File: config.mk
export PLATFORM = sky130hd
export DESIGN_NAME = vdc_top
export DESIGN_NICKNAME = d
export VERILOG_FILES = /design/src/inc/vdc_pkg.sv /design/src/rtl/vdc_top.sv
export SDC_FILE = /design/constraint.sdc
export NUM_CORES = 1
export LEC_CHECK = 0
export BUFFER_PORTS_ARGS = -buffer_cell sky130_fd_sc_hd__buf_2
export CAP_MARGIN = 20
export CORE_MARGIN = 3
export CORE_UTILIZATION = 40
export DETAILED_ROUTE_END_ITERATION = 8
export GPL_TIMING_DRIVEN = 0
export PLACE_DENSITY = 0.66
export RECOVER_POWER = 50
export SETUP_SLACK_MARGIN = 0.4
export SLEW_MARGIN = 20
export SYNTH_ARGS = -nofsm -noshare
export SYNTH_HDL_FRONTEND = slang
export SYNTH_SLANG_ARGS = --single-unit
File: constraint.sdc
create_clock -name clk_sys -period 1.2 [get_ports clk_sys]
set_clock_uncertainty 0.2 [all_clocks]
set_input_delay 0 -clock clk_sys [delete_from_list [all_inputs] [get_ports clk_sys]]
set_output_delay 0 -clock clk_sys [all_outputs]
set_load 0.05 [all_outputs]
File: src/inc/vdc_pkg.sv
// What this block does
// - Enable powers converter and drives pin
// - Clearing enable switches converter off
// - Disabled converter gives no valid output
// - Twelve-bit sample, top eight from high
// - Low four sample bits from low[7:4]
// - Low register bits 3..0 read zero
// - Eight volume levels in control[7:5]
// - Volume zero minimum, seven maximum
// - Control bits 4..1 read zero
// - Enable is control bit 0, read/write
// - Enable overrides the pin's other function
package vdc_pkg;
    localparam int ADDR_W = 2;
    localparam int DATA_W = 8;
    localparam int SAMPLE_W = 12;
    localparam int VOL_W = 3;
    localparam logic [ADDR_W-1:0] ADDR_LOW  = 2'h0;
    localparam logic [ADDR_W-1:0] ADDR_HIGH = 2'h1;
    localparam logic [ADDR_W-1:0] ADDR_CTRL = 2'h2;
    localparam int LOW_NIB_LSB = 4;
    localparam int VOL_LSB = 5;
    localparam int EN_BIT = 0;
    localparam logic [DATA_W-1:0] REG_RESET = 8'h00;
    localparam logic [3:0] NIB_ZERO = 4'h0;
    localparam logic [VOL_W-1:0] VOL_MIN = 3'h0;
    localparam logic [VOL_W-1:0] VOL_MAX = 3'h7;

    typedef struct packed {
        logic [ADDR_W-1:0] addr;
        logic [DATA_W-1:0] wdata;
        logic              wr;
        logic              rd;
    } vdc_bus_t;

    typedef struct packed {
        logic                valid;
        logic [VOL_W-1:0]    volume;
        logic [SAMPLE_W-1:0] sample;
    } vdc_out_t;
endpackage

File: src/rtl/vdc_top.sv
// Chosen here: the register addresses and the address-and-strobe port.
`timescale 1ns/1ps
module vdc_top (
    input  wire logic                   clk_sys,
    input  wire logic                   nrst,
    input  wire vdc_pkg::vdc_bus_t      bus,
    output logic [vdc_pkg::DATA_W-1:0]  rdata,
    input  wire logic                   pin_alt_out,
    input  wire logic                   pin_alt_oe_n,
    output vdc_pkg::vdc_out_t           conv,
    output logic                        pin_sel_conv,
    output logic                        pin_out,
    output logic                        pin_oe_n
);
    import vdc_pkg::*;

    logic [3:0]          low_q;
    logic [DATA_W-1:0]   high_q;
    logic [VOL_W-1:0]    vol_q;
    logic                en_q;
    logic [DATA_W-1:0]   rdata_q;
    vdc_out_t            conv_q;

    // Reserved control bits between volume and enable
    localparam logic [VOL_LSB-EN_BIT-2:0] RSV_ZERO = '0;

    // Register index match, shared by write and read decode
    function automatic logic hit(input logic [ADDR_W-1:0] a,
                                 input logic [ADDR_W-1:0] idx);
        return a == idx;
    endfunction

    wire wr_low  = bus.wr && hit(bus.addr, ADDR_LOW);
    wire wr_high = bus.wr && hit(bus.addr, ADDR_HIGH);
    wire wr_ctrl = bus.wr && hit(bus.addr, ADDR_CTRL);
    wire rd_low  = bus.rd && hit(bus.addr, ADDR_LOW);
    wire rd_high = bus.rd && hit(bus.addr, ADDR_HIGH);
    wire rd_ctrl = bus.rd && hit(bus.addr, ADDR_CTRL);

    wire [DATA_W-1:0] low_rd  = {low_q, NIB_ZERO};
    wire [DATA_W-1:0] ctrl_rd = {vol_q, RSV_ZERO, en_q};
    // Unmapped index reads as zero
    wire [DATA_W-1:0] rd_mux  =
        rd_low  ? low_rd  :
        rd_high ? high_q  :
        rd_ctrl ? ctrl_rd : REG_RESET;

    wire [SAMPLE_W-1:0] sample_w = {high_q, low_q};

    always_ff @(posedge clk_sys or negedge nrst) begin
        if (!nrst) begin
            low_q <= NIB_ZERO;
        end else if (wr_low) begin
            low_q <= bus.wdata[DATA_W-1:LOW_NIB_LSB];
        end
    end

    always_ff @(posedge clk_sys or negedge nrst) begin
        if (!nrst) begin
            high_q <= REG_RESET;
        end else if (wr_high) begin
            high_q <= bus.wdata;
        end
    end

    always_ff @(posedge clk_sys or negedge nrst) begin
        if (!nrst) begin
            vol_q <= VOL_MIN;
        end else if (wr_ctrl) begin
            vol_q <= bus.wdata[DATA_W-1:VOL_LSB];
        end
    end

    always_ff @(posedge clk_sys or negedge nrst) begin
        if (!nrst) begin
            en_q <= 1'b0;
        end else if (wr_ctrl) begin
            en_q <= bus.wdata[EN_BIT];
        end
    end

    always_ff @(posedge clk_sys or negedge nrst) begin
        if (!nrst)
            rdata_q <= REG_RESET;
        else if (bus.rd)
            rdata_q <= rd_mux;
        else
            rdata_q <= REG_RESET;
    end

    always_ff @(posedge clk_sys or negedge nrst) begin
        if (!nrst)
            conv_q <= '0;
        else begin
            conv_q.valid  <= en_q;
            conv_q.volume <= en_q ? vol_q : VOL_MIN;
            conv_q.sample <= en_q ? sample_w : '0;
        end
    end

    assign rdata = rdata_q;
    assign conv  = conv_q;
    assign pin_sel_conv = en_q;
    assign pin_out  = en_q ? 1'b0 : pin_alt_out;
    assign pin_oe_n = en_q ? 1'b1 : pin_alt_oe_n;
endmodule

# Word level (Yosys, flattened, before mapping)
# Index checks and enable logic that the tools add are counted.
[op_classes]
n_eq_ne = 2
muxes = 8
n_reduce_logical = 7
[op_table]
columns = ["operator", "n"]
rows = [
  ["$mux W8", 4],
  ["$mux W12", 1],
  ["$logic_and A1 B1 Y1", 6],
  ["$mux W3", 1],
  ["$eq A2 B1 Y1 const B", 1],
  ["$eq A2 B2 Y1 const B", 1],
  ["$logic_not A2 Y1", 1],
  ["$mux W1", 2],
]
[totals]
in_bits = 16
regBits = 40
out_inout_bits = 27
wordCells = 25

# Longest topological paths before layout
# Gate-level depths: netlist of the first run.
[depth]
word_depth = 6
depth_mapped = 3

# Worst setup path after synthesis of the first run
# Ideal clock, no wire load.
[synth_timing]
path_kind = "reg-to-output"
start = "reg en_q, in the netlist pin_sel_conv"
end = "out pin_out"
path_buffers = 0
path_stages_with_launch = 2
setup_slack_ns = -0.402
arrival_time_ns = 1.402
t_required_ns = 1.000
cell_sequence = "dfrtp_1 nor2b_1"
[synth_between]
elab_chain_len = 1
[synth_rtl]
columns = ["element", "line", "text"]
rows = [
  ["start, declared", "vdc_top.sv:20", "logic en_q;"],
  ["start signal, assigned", "vdc_top.sv:78", "en_q <= bus.wdata[EN_BIT];"],
  ["$mux W1", "vdc_top.sv:104", "assign pin_out = en_q ? 1'b0 : pin_alt_out;"],
  ["end, declared", "vdc_top.sv:12", "output logic pin_out,"],
]
# Every way passes these cells.

# Worst setup path after layout of the first run
[layout_timing]
start = "reg en_q, in the netlist pin_sel_conv"
end = "out pin_oe_n"
[layout_between]
elab_chain_len = 1
[layout_rtl]
columns = ["element", "line", "text"]
rows = [
  ["$mux W1", "vdc_top.sv:105", "assign pin_oe_n = en_q ? 1'b1 : pin_alt_oe_n;"],
  ["end, declared", "vdc_top.sv:13", "output logic pin_oe_n"],
]
# Every way passes these cells.

==> results of run 1 <==
kinds of logic (layout without fill, tap and decap cells):
logic type / count (synthesis) / after routing
flops: 40 / 40
simple gates: 32 / 32
mux: 20 / 20
compound gates: 4 / 4
buf+inv: 3 / 55
state kept, by name, indices dropped and copies added, names as in the netlist:
signal        flops
pin_sel_conv      1
vol_q             3
conv             16
rdata             8
high_q            8
low_q             4
routing by layer:
metal | vias up | routed length [µm]
met1 | 461 | 1190
met3 | 8 | 149
li1 | 439 | -
met2 | 26 | 1430
met5 | - | 0
met4 | 0 | 75
Yosys cell counts (all sizes together):
cell type and number:
nand3b 4, and2b 1, nor2b 1, mux2i 4, and2 15, or2 1
nand2 3, nor3b 2, dfrtp 40, clkbuf 2, and3 3, a21boi 1
o22ai 3, nand2b 2, mux2 16, buf 1
stage by stage:
step / util (%) / total power, mW
after floorplan: - / 2.46
after global placement: 53.1 / 2.71
after detailed placement: 53.1 / 2.73
after CTS: 62.6 / 4.04
after global routing: 62.5 / 4.18
final: 62.5 / 3.98
power groups by stage:
stage	sequential [mW]	combinational [mW]	clock, mW
detailed placement	1.72	1.01	0
CTS	1.71	1.24	1.09
global route	1.73	1.29	1.15
floorplan	2.13	0.327	0
global placement	1.70	1.00	0
finish	1.71	1.22	1.06
final cells by class:
cell class                 instances  area, µm²  area share, %
sequential                        40       1000           46.4
multi-input combinational         56        547           25.2
timing repair buffer              44        397           18.3
clock buffer                       5       68.8           3.18
tap                               46       57.6           2.66
buffer                             3       50.0           2.31
clock inverter                     3       42.5           1.96
repair_timing:
action | 4_1_cts | 5_1_grt
gates resized for setup | 61 | 1
endpoints found under the hold margin | 64 | 64
endpoints found under the setup margin | 67 | 68
buffers inserted | 3 | 0
worst paths after layout:
| path | end |
|---|---|
| min in group clk_sys | high_q[2] |
| worst min-delay path | conv[5] |
| worst max register to register | conv[4] |
| worst max-delay path | pin_oe_n |
| max in group asynchronous | pin_sel_conv |
| worst min register to register | vol_q[0] |
==> impl_metrics.ini, run 1 <==
[layout]
nFillCells = 290
area.growth.synth_to_final_pct = 44.3
finalNonFillerCells = 197
final_cell_mix = dfrtp_1 (39), buf_6 (28), and2_1 (15)
nets = 166
drive_above_1_share_pct = 50.3
layout_commonest_cell = dfrtp_1
final_area_um2 = 2170
diodes = 0

[grt]
grt_max_degree = 41
grt_overflow = 0
grt.total_usage_pct = 15.1
met1_usage_pct = 19.3
antenna_found_initial = 0
met2_usage_pct = 22.7
grt_pass1_wl_mm = 4.82
grt_pass1_vias = 959
grt.busiest_layer = met2
gr-usage-met3_pct = 4.66

[clock_network]
clk_latency_ns = 0.29
htreeDepth = 2
cts_tree = done
numCtsBuffers = 5
ctsRootBufferMaster = clkbuf_8
clockBufferDepth = 2
clk_pin_slew_ns = 0.07
cts.sinks = 40

[critical_path]
critPathKind = register to primary output
critPathTopFamily = flip-flops
rrSetupSlack_ns = -0.11
reg2reg_from = pin_sel_conv
worstRegToRegCells = 3
endpoint_kind = primary output
cp_max_fo = 3
cp_num_cells = 2
slowest_stage = dfrtp_4
required_ns = 1.00
critPathBufInv = 1
slowest_delay_ns = 0.50
critical_path.startpoint = pin_sel_conv
cp-start-kind = register
cp.arrival_ns = 1.18
crit_chain = or2_4, buf_6

[floorplanning]
initial_core_util_pct = 43.3
dieWidth_um = 67.3
row_count = 21
die-area_um2 = 4520
coreArea_um2 = 3470
die_h_um = 67.3
ios = 43

[synthesis]
synth-simple-area-share_pct = 15.3
synth_top_family_by_area = simple AND/OR/NAND/NOR gates
synth_seq_cells = 40
synth_nets = 115
netlist_area_um2 = 1500
synth_compound_area_share_pct = 1.75
synthAdderAreaFrac_pct = 0
synthMuxAreaShare_pct = 14.7
yosysSeqAreaShare_pct = 66.7
ys_warn_count = 0
post-synth-top-area-cell = dfrtp_1
synth_area_per_cell_um2 = 15.2
ys_types = 20
synth.area.top_cells = dfrtp_1 (67%), mux2_2 (12%), and2_1 (6.3%)
synth_xor_area_share_pct = 0
synth.top_cell.area_share_pct = 66.7
synthCells = 99

[sta]
period_needed_ns = 1.38
worstMarginPinSlew_ns = 0.925
maxSlewViolCount = 0
setup_viol = 14
setup_ws_ns = -0.176
finalSetupTns_ns = -1.44
timing.hold.ws_ns = -0.363
finalHoldViolCount = 64
maxSlewHeadroom_pct = 38.3
fin_crit_sh_pct = 115
fmax_mhz = 727
rsz0062_at_grt = true

[run_status]
status = finished, violations left
violations = negative hold slack, negative setup slack

[pwr]
p_sw_mw = 1.27
irDropWorstVdd_mv = 0.705
combPwrFrac_pct = 30.6
p_per_area_nw_per_um2 = 1840
p_int_mw = 2.71
p_leak_nw = 1.10
seqPwrFrac_pct = 42.9
clkPwrFrac_pct = 26.5
p_sw_share_pct = 32.0

[place]
place_inst = 186
place_hpwl_mm = 1.96
io_buffer_count = 41
place_area_um2 = 1840
gp_congestion = 0.715
pre_cts_slack_ns = -0.0938

[detailed_routing]
dr.pass1.iters = 4
totalWireLength_mm = 2.84
postRouteAntennaNets = 0
drc = 0
wl_per_cell_um = 14.4
drtIter0Drc = 29
num_vias = 934
vias_per_cell = 4.74

[hold_path]
hold_path_class = primary input to asynchronous set/reset pin

[run]
cap_violations = 0
Note: power is estimated with default switching activity, not from simulation.
==> run 2, diff against run 1 <==
PLACE_DENSITY = 0.65   (was 0.66)
==> impl_metrics.ini, run 2 (synthesized netlist as in run 1, its figures left out) <==
[sta]
period_needed_ns = 1.38
rsz0062_at_grt = true
timing.hold.ws_ns = -0.363
worstMarginPinSlew_ns = 0.921
finalHoldViolCount = 64
maxSlewHeadroom_pct = 38.6
fmax_mhz = 727
setup_ws_ns = -0.175
setup_viol = 14
maxSlewViolCount = 0
fin_crit_sh_pct = 115

[floorplanning]
dieWidth_um = 67.3
ios = 43
die_h_um = 67.3
coreArea_um2 = 3470
die-area_um2 = 4520
initial_core_util_pct = 43.3
row_count = 21

[critical_path]
worstRegToRegCells = 3
endpoint_kind = primary output
reg2reg_to = conv[7]
critical_path.startpoint = pin_sel_conv
cp.arrival_ns = 1.18
cp-start-kind = register
cp_max_fo = 3
critPathCapture = pin_oe_n
critPathKind = register to primary output
reg2reg_from = pin_sel_conv
required_ns = 1.00
rrSetupSlack_ns = -0.10

[clock_network]
cts_tree = done
clockBufferDepth = 2
numCtsBuffers = 5
clk_latency_ns = 0.29
htreeDepth = 2
cts.sinks = 40
clk_pin_slew_ns = 0.07
ctsRootBufferMaster = clkbuf_8

[run_status]
violations = negative hold slack, negative setup slack
status = finished, violations left

[detailed_routing]
drtIter0Drc = 37
drc = 0
postRouteAntennaNets = 0
totalWireLength_mm = 2.81
dr.pass1.iters = 4
vias_per_cell = 4.74
num_vias = 934
wl_per_cell_um = 14.2

[layout]
final_cell_mix = dfrtp_1 (39), buf_6 (28), and2_1 (15)
nets = 166
diodes = 0
area.growth.synth_to_final_pct = 47.2
final_area_um2 = 2210
finalNonFillerCells = 197
layout_commonest_cell = dfrtp_1
drive_above_1_share_pct = 49.7
largest_reg_flops = 16

[grt]
grt_max_degree = 41
grt_overflow = 0
grt_pass1_wl_mm = 4.81
antenna_found_initial = 0
grt_pass1_vias = 989
grt.total_usage_pct = 14.8

[pwr]
finalPower_mw = 4.40
irDropWorstVdd_mv = 0.856
p_leak_nw = 1.12
p_per_area_nw_per_um2 = 1990

[place]
io_buffer_count = 41
place_inst = 186
gp_congestion = 0.706
place_hpwl_mm = 1.92
place_area_um2 = 1840

[run]
cap_violations = 0

[hold_path]
hold_path_class = primary input to asynchronous set/reset pin
run 2: changes by cell type in the layout (fill, tap and decap cells not counted):
cell	change
a21boi_0	-1
mux2_4	-1
mux2_1	+1
bufinv_16	+2
clkinvlp_4	-1
a21boi_1	+1
clkinv_2	-1
run 2: worst min path at each step:
stage / startpoint / to / slack (ns)
final: nrst / conv[5] / -0.36
after global routing: nrst / conv[5] / -0.29
after CTS: nrst / conv[5] / -0.38
after detailed placement: nrst / conv[5] / -0.05
after global placement: nrst / conv[5] / -0.06
after floorplan: nrst / conv[0] / -0.50
run 2: where the power goes:
group / switching [mW] / leakage [nW] / internal [mW]
logic: 0.699 / 0.542 / 0.517
clock network: 0.438 / 0.0784 / 1.04
registers: 0.132 / 0.504 / 1.57
run 2: critical path, stage by stage (launching register included):
cell and delay, ns:
dfrtp_4 0.50, or2_4 0.24, buf_6 0.15
run 2: final cells by class:
type / instances / area (µm²)
multi-input cells: 56 / 543
well taps: 46 / 57.6
flip-flops and latches: 40 / 1000
clock inverters: 3 / 90.1
clock buffers: 5 / 68.8
plain buffers: 3 / 50.0
repair buffers: 44 / 397
fillers: 273 / 1260
run 2: per-stage QoR:
stage / setup WS (ns) / TNS (ns) / hold WS, ns / util, %
after floorplan: 0.00398 / 0 / -0.496 / -
after global placement: -0.0899 / -0.349 / -0.0592 / 53.1
after detailed placement: -0.0936 / -0.359 / -0.0546 / 53.1
after CTS: -0.194 / -1.49 / -0.379 / 64.0
after global routing: -0.207 / -1.79 / -0.293 / 63.7
final: -0.175 / -1.34 / -0.363 / 63.7
run 2: per-layer routing:
| metal | routed length (µm) | global-route usage (%) | vias to the layer above |
|---|---|---|---|
| met2 | 1430 | 21.6 | 26 |
| met1 | 1190 | 20.4 | 465 |
| met3 | 135 | 4.16 | 4 |
| met4 | 51 | 6.84 | 0 |
| li1 | - | - | 439 |
| met5 | 0 | 0 | - |
run 2: repair_timing:
item                                   4_1_cts  5_1_grt
pin swaps                                    0        0
resized for setup                           61        2
setup endpoints to repair                   67       68
setup buffers                                3        0
endpoints found under the hold margin       64       64
==> run 3, diff against run 2 <==
clock period = 1.6 ns   (was 1.2 ns; I/O delays follow)
==> impl_metrics.ini, run 3 (synthesized netlist as in run 1, its figures left out) <==
[sta]
rsz0062_at_grt = true
maxSlewHeadroom_pct = 36.8
fmax_mhz = 763
worstMarginPinSlew_ns = 0.947
finalHoldViolCount = 53
period_needed_ns = 1.31
fin_crit_sh_pct = 81.9
maxSlewViolCount = 0
finalSetupTns_ns = 0
setup_viol = 0
timing.hold.ws_ns = -0.348

[layout]
final_area_um2 = 2010
layout_commonest_cell = dfrtp_1
drive_above_1_share_pct = 45.6
final_cell_mix = dfrtp_1 (40), buf_2 (36), mux2_2 (16)
area.growth.synth_to_final_pct = 33.8
diodes = 0
largest_reg_flops = 16
nets = 175
seq_area_um2 = 1000
multi_input_comb_area_um2 = 480
nFillCells = 316

[clock_network]
clk_pin_slew_ns = 0.07
cts.sinks = 40
ctsHoldBuffers = 11
numCtsBuffers = 5
clockBufferDepth = 2
htreeDepth = 2
cts_tree = done
clk_latency_ns = 0.28
ctsRootBufferMaster = clkbuf_8

[critical_path]
endpoint_kind = primary output
cp-start-kind = register
critPathBufInv = 1
crit_chain = or2_4, buf_8
required_ns = 1.40
cp.arrival_ns = 1.11
critPathKind = register to primary output
cp_max_fo = 4
slowest_delay_ns = 0.43
slowest_stage = dfrtp_1
rrSetupSlack_ns = 0.39
critPathTopFamily = flip-flops

[detailed_routing]
totalWireLength_mm = 2.67
drtIter0Drc = 63
vias_per_cell = 4.48
drc = 0
num_vias = 922
wl_per_cell_um = 13.0
postRouteAntennaNets = 0
dr.pass1.iters = 2

[pwr]
combPwrFrac_pct = 29.0
p_leak_nw = 1.02
p_sw_mw = 0.901
irDropWorstVdd_mv = 0.584
p_int_mw = 1.78
clkPwrFrac_pct = 24.8
p_per_area_nw_per_um2 = 1340
seqPwrFrac_pct = 46.3
p_sw_share_pct = 33.5

[floorplanning]
row_count = 21
initial_core_util_pct = 43.3
die-area_um2 = 4520
die_h_um = 67.3
coreArea_um2 = 3470
dieWidth_um = 67.3
ios = 43

[grt]
grt_pass1_vias = 926
grt_pass1_wl_mm = 4.39
grt.total_usage_pct = 13.9
grt_max_degree = 41
antenna_found_initial = 0
grt_overflow = 0

[place]
place_hpwl_mm = 1.79
gp_congestion = 0.682
place_area_um2 = 1770
io_buffer_count = 41

[run]
cap_violations = 0

[run_status]
status = finished, violations left
violations = negative hold slack

[hold_path]
hold_path_class = primary input to asynchronous set/reset pin
==> run 3: cell count changes in the layout (fill, tap and decap cells not counted), sizes merged <==
cell         previous run  this run
dlygate4sd3             0        10
bufinv                  3         0
clkbuf                  8        11
buf                    44        42
clkinvlp                0         1
==> run 3: power by group through the flow <==
stage	logic, mW	registers [mW]	clock network (mW)
after floorplan	0.204	1.59	0
after global placement	0.710	1.27	0
after detailed placement	0.714	1.27	0
after CTS	0.790	1.24	0.690
after global routing	0.831	1.26	0.749
final	0.777	1.24	0.665
==> run 3: cell type report <==
class	instances	area share, %
tap	46	2.86
clock inverter	1	0.374
clock buffer	7	4.30
multi-input combinational	56	23.9
sequential	40	49.8
buffer	3	1.74
timing repair buffer	53	17.0
==> run 3: path summary, 6_finish.rpt <==
path,from,to,cells after the start
max in group asynchronous,nrst,high_q[7],1
worst max-delay path,pin_sel_conv,pin_oe_n,2
worst max register to register,pin_sel_conv,conv[6],3
worst min-delay path,nrst,conv[5],1
min in group clk_sys,bus[10],rdata[0],3
worst min register to register,high_q[3],conv[7],1
==> run 3: metrics by stage <==
step | power, mW | std cells | worst slack [ns] | utilization [%]
2_1_floorplan | 1.80 | 99 | 0.381 | -
3_3_place_gp | 1.98 | 186 | 0.316 | 51.0
3_5_place_dp | 1.99 | 186 | 0.299 | 51.0
4_1_cts | 2.72 | 207 | 0.276 | 58.3
5_1_grt | 2.84 | 206 | 0.234 | 57.9
6_report | 2.69 | 206 | 0.290 | 57.9
==> run 3: routing by layer <==
| layer | GRT usage [%] | share of wire, % |
|---|---|---|
| met5 | 0 | 0 |
| met4 | 8.61 | 2.7 |
| met3 | 4.16 | 5.6 |
| met2 | 22.0 | 50 |
| met1 | 16.6 | 41 |
==> run 3: timing repair <==
action	4_1_cts	5_1_grt
endpoints found under the setup margin	13	16
hold endpoints to repair	64	50
buffers inserted	2	0
resized for setup	11	0
pin swaps	1	0
cloned	0	0
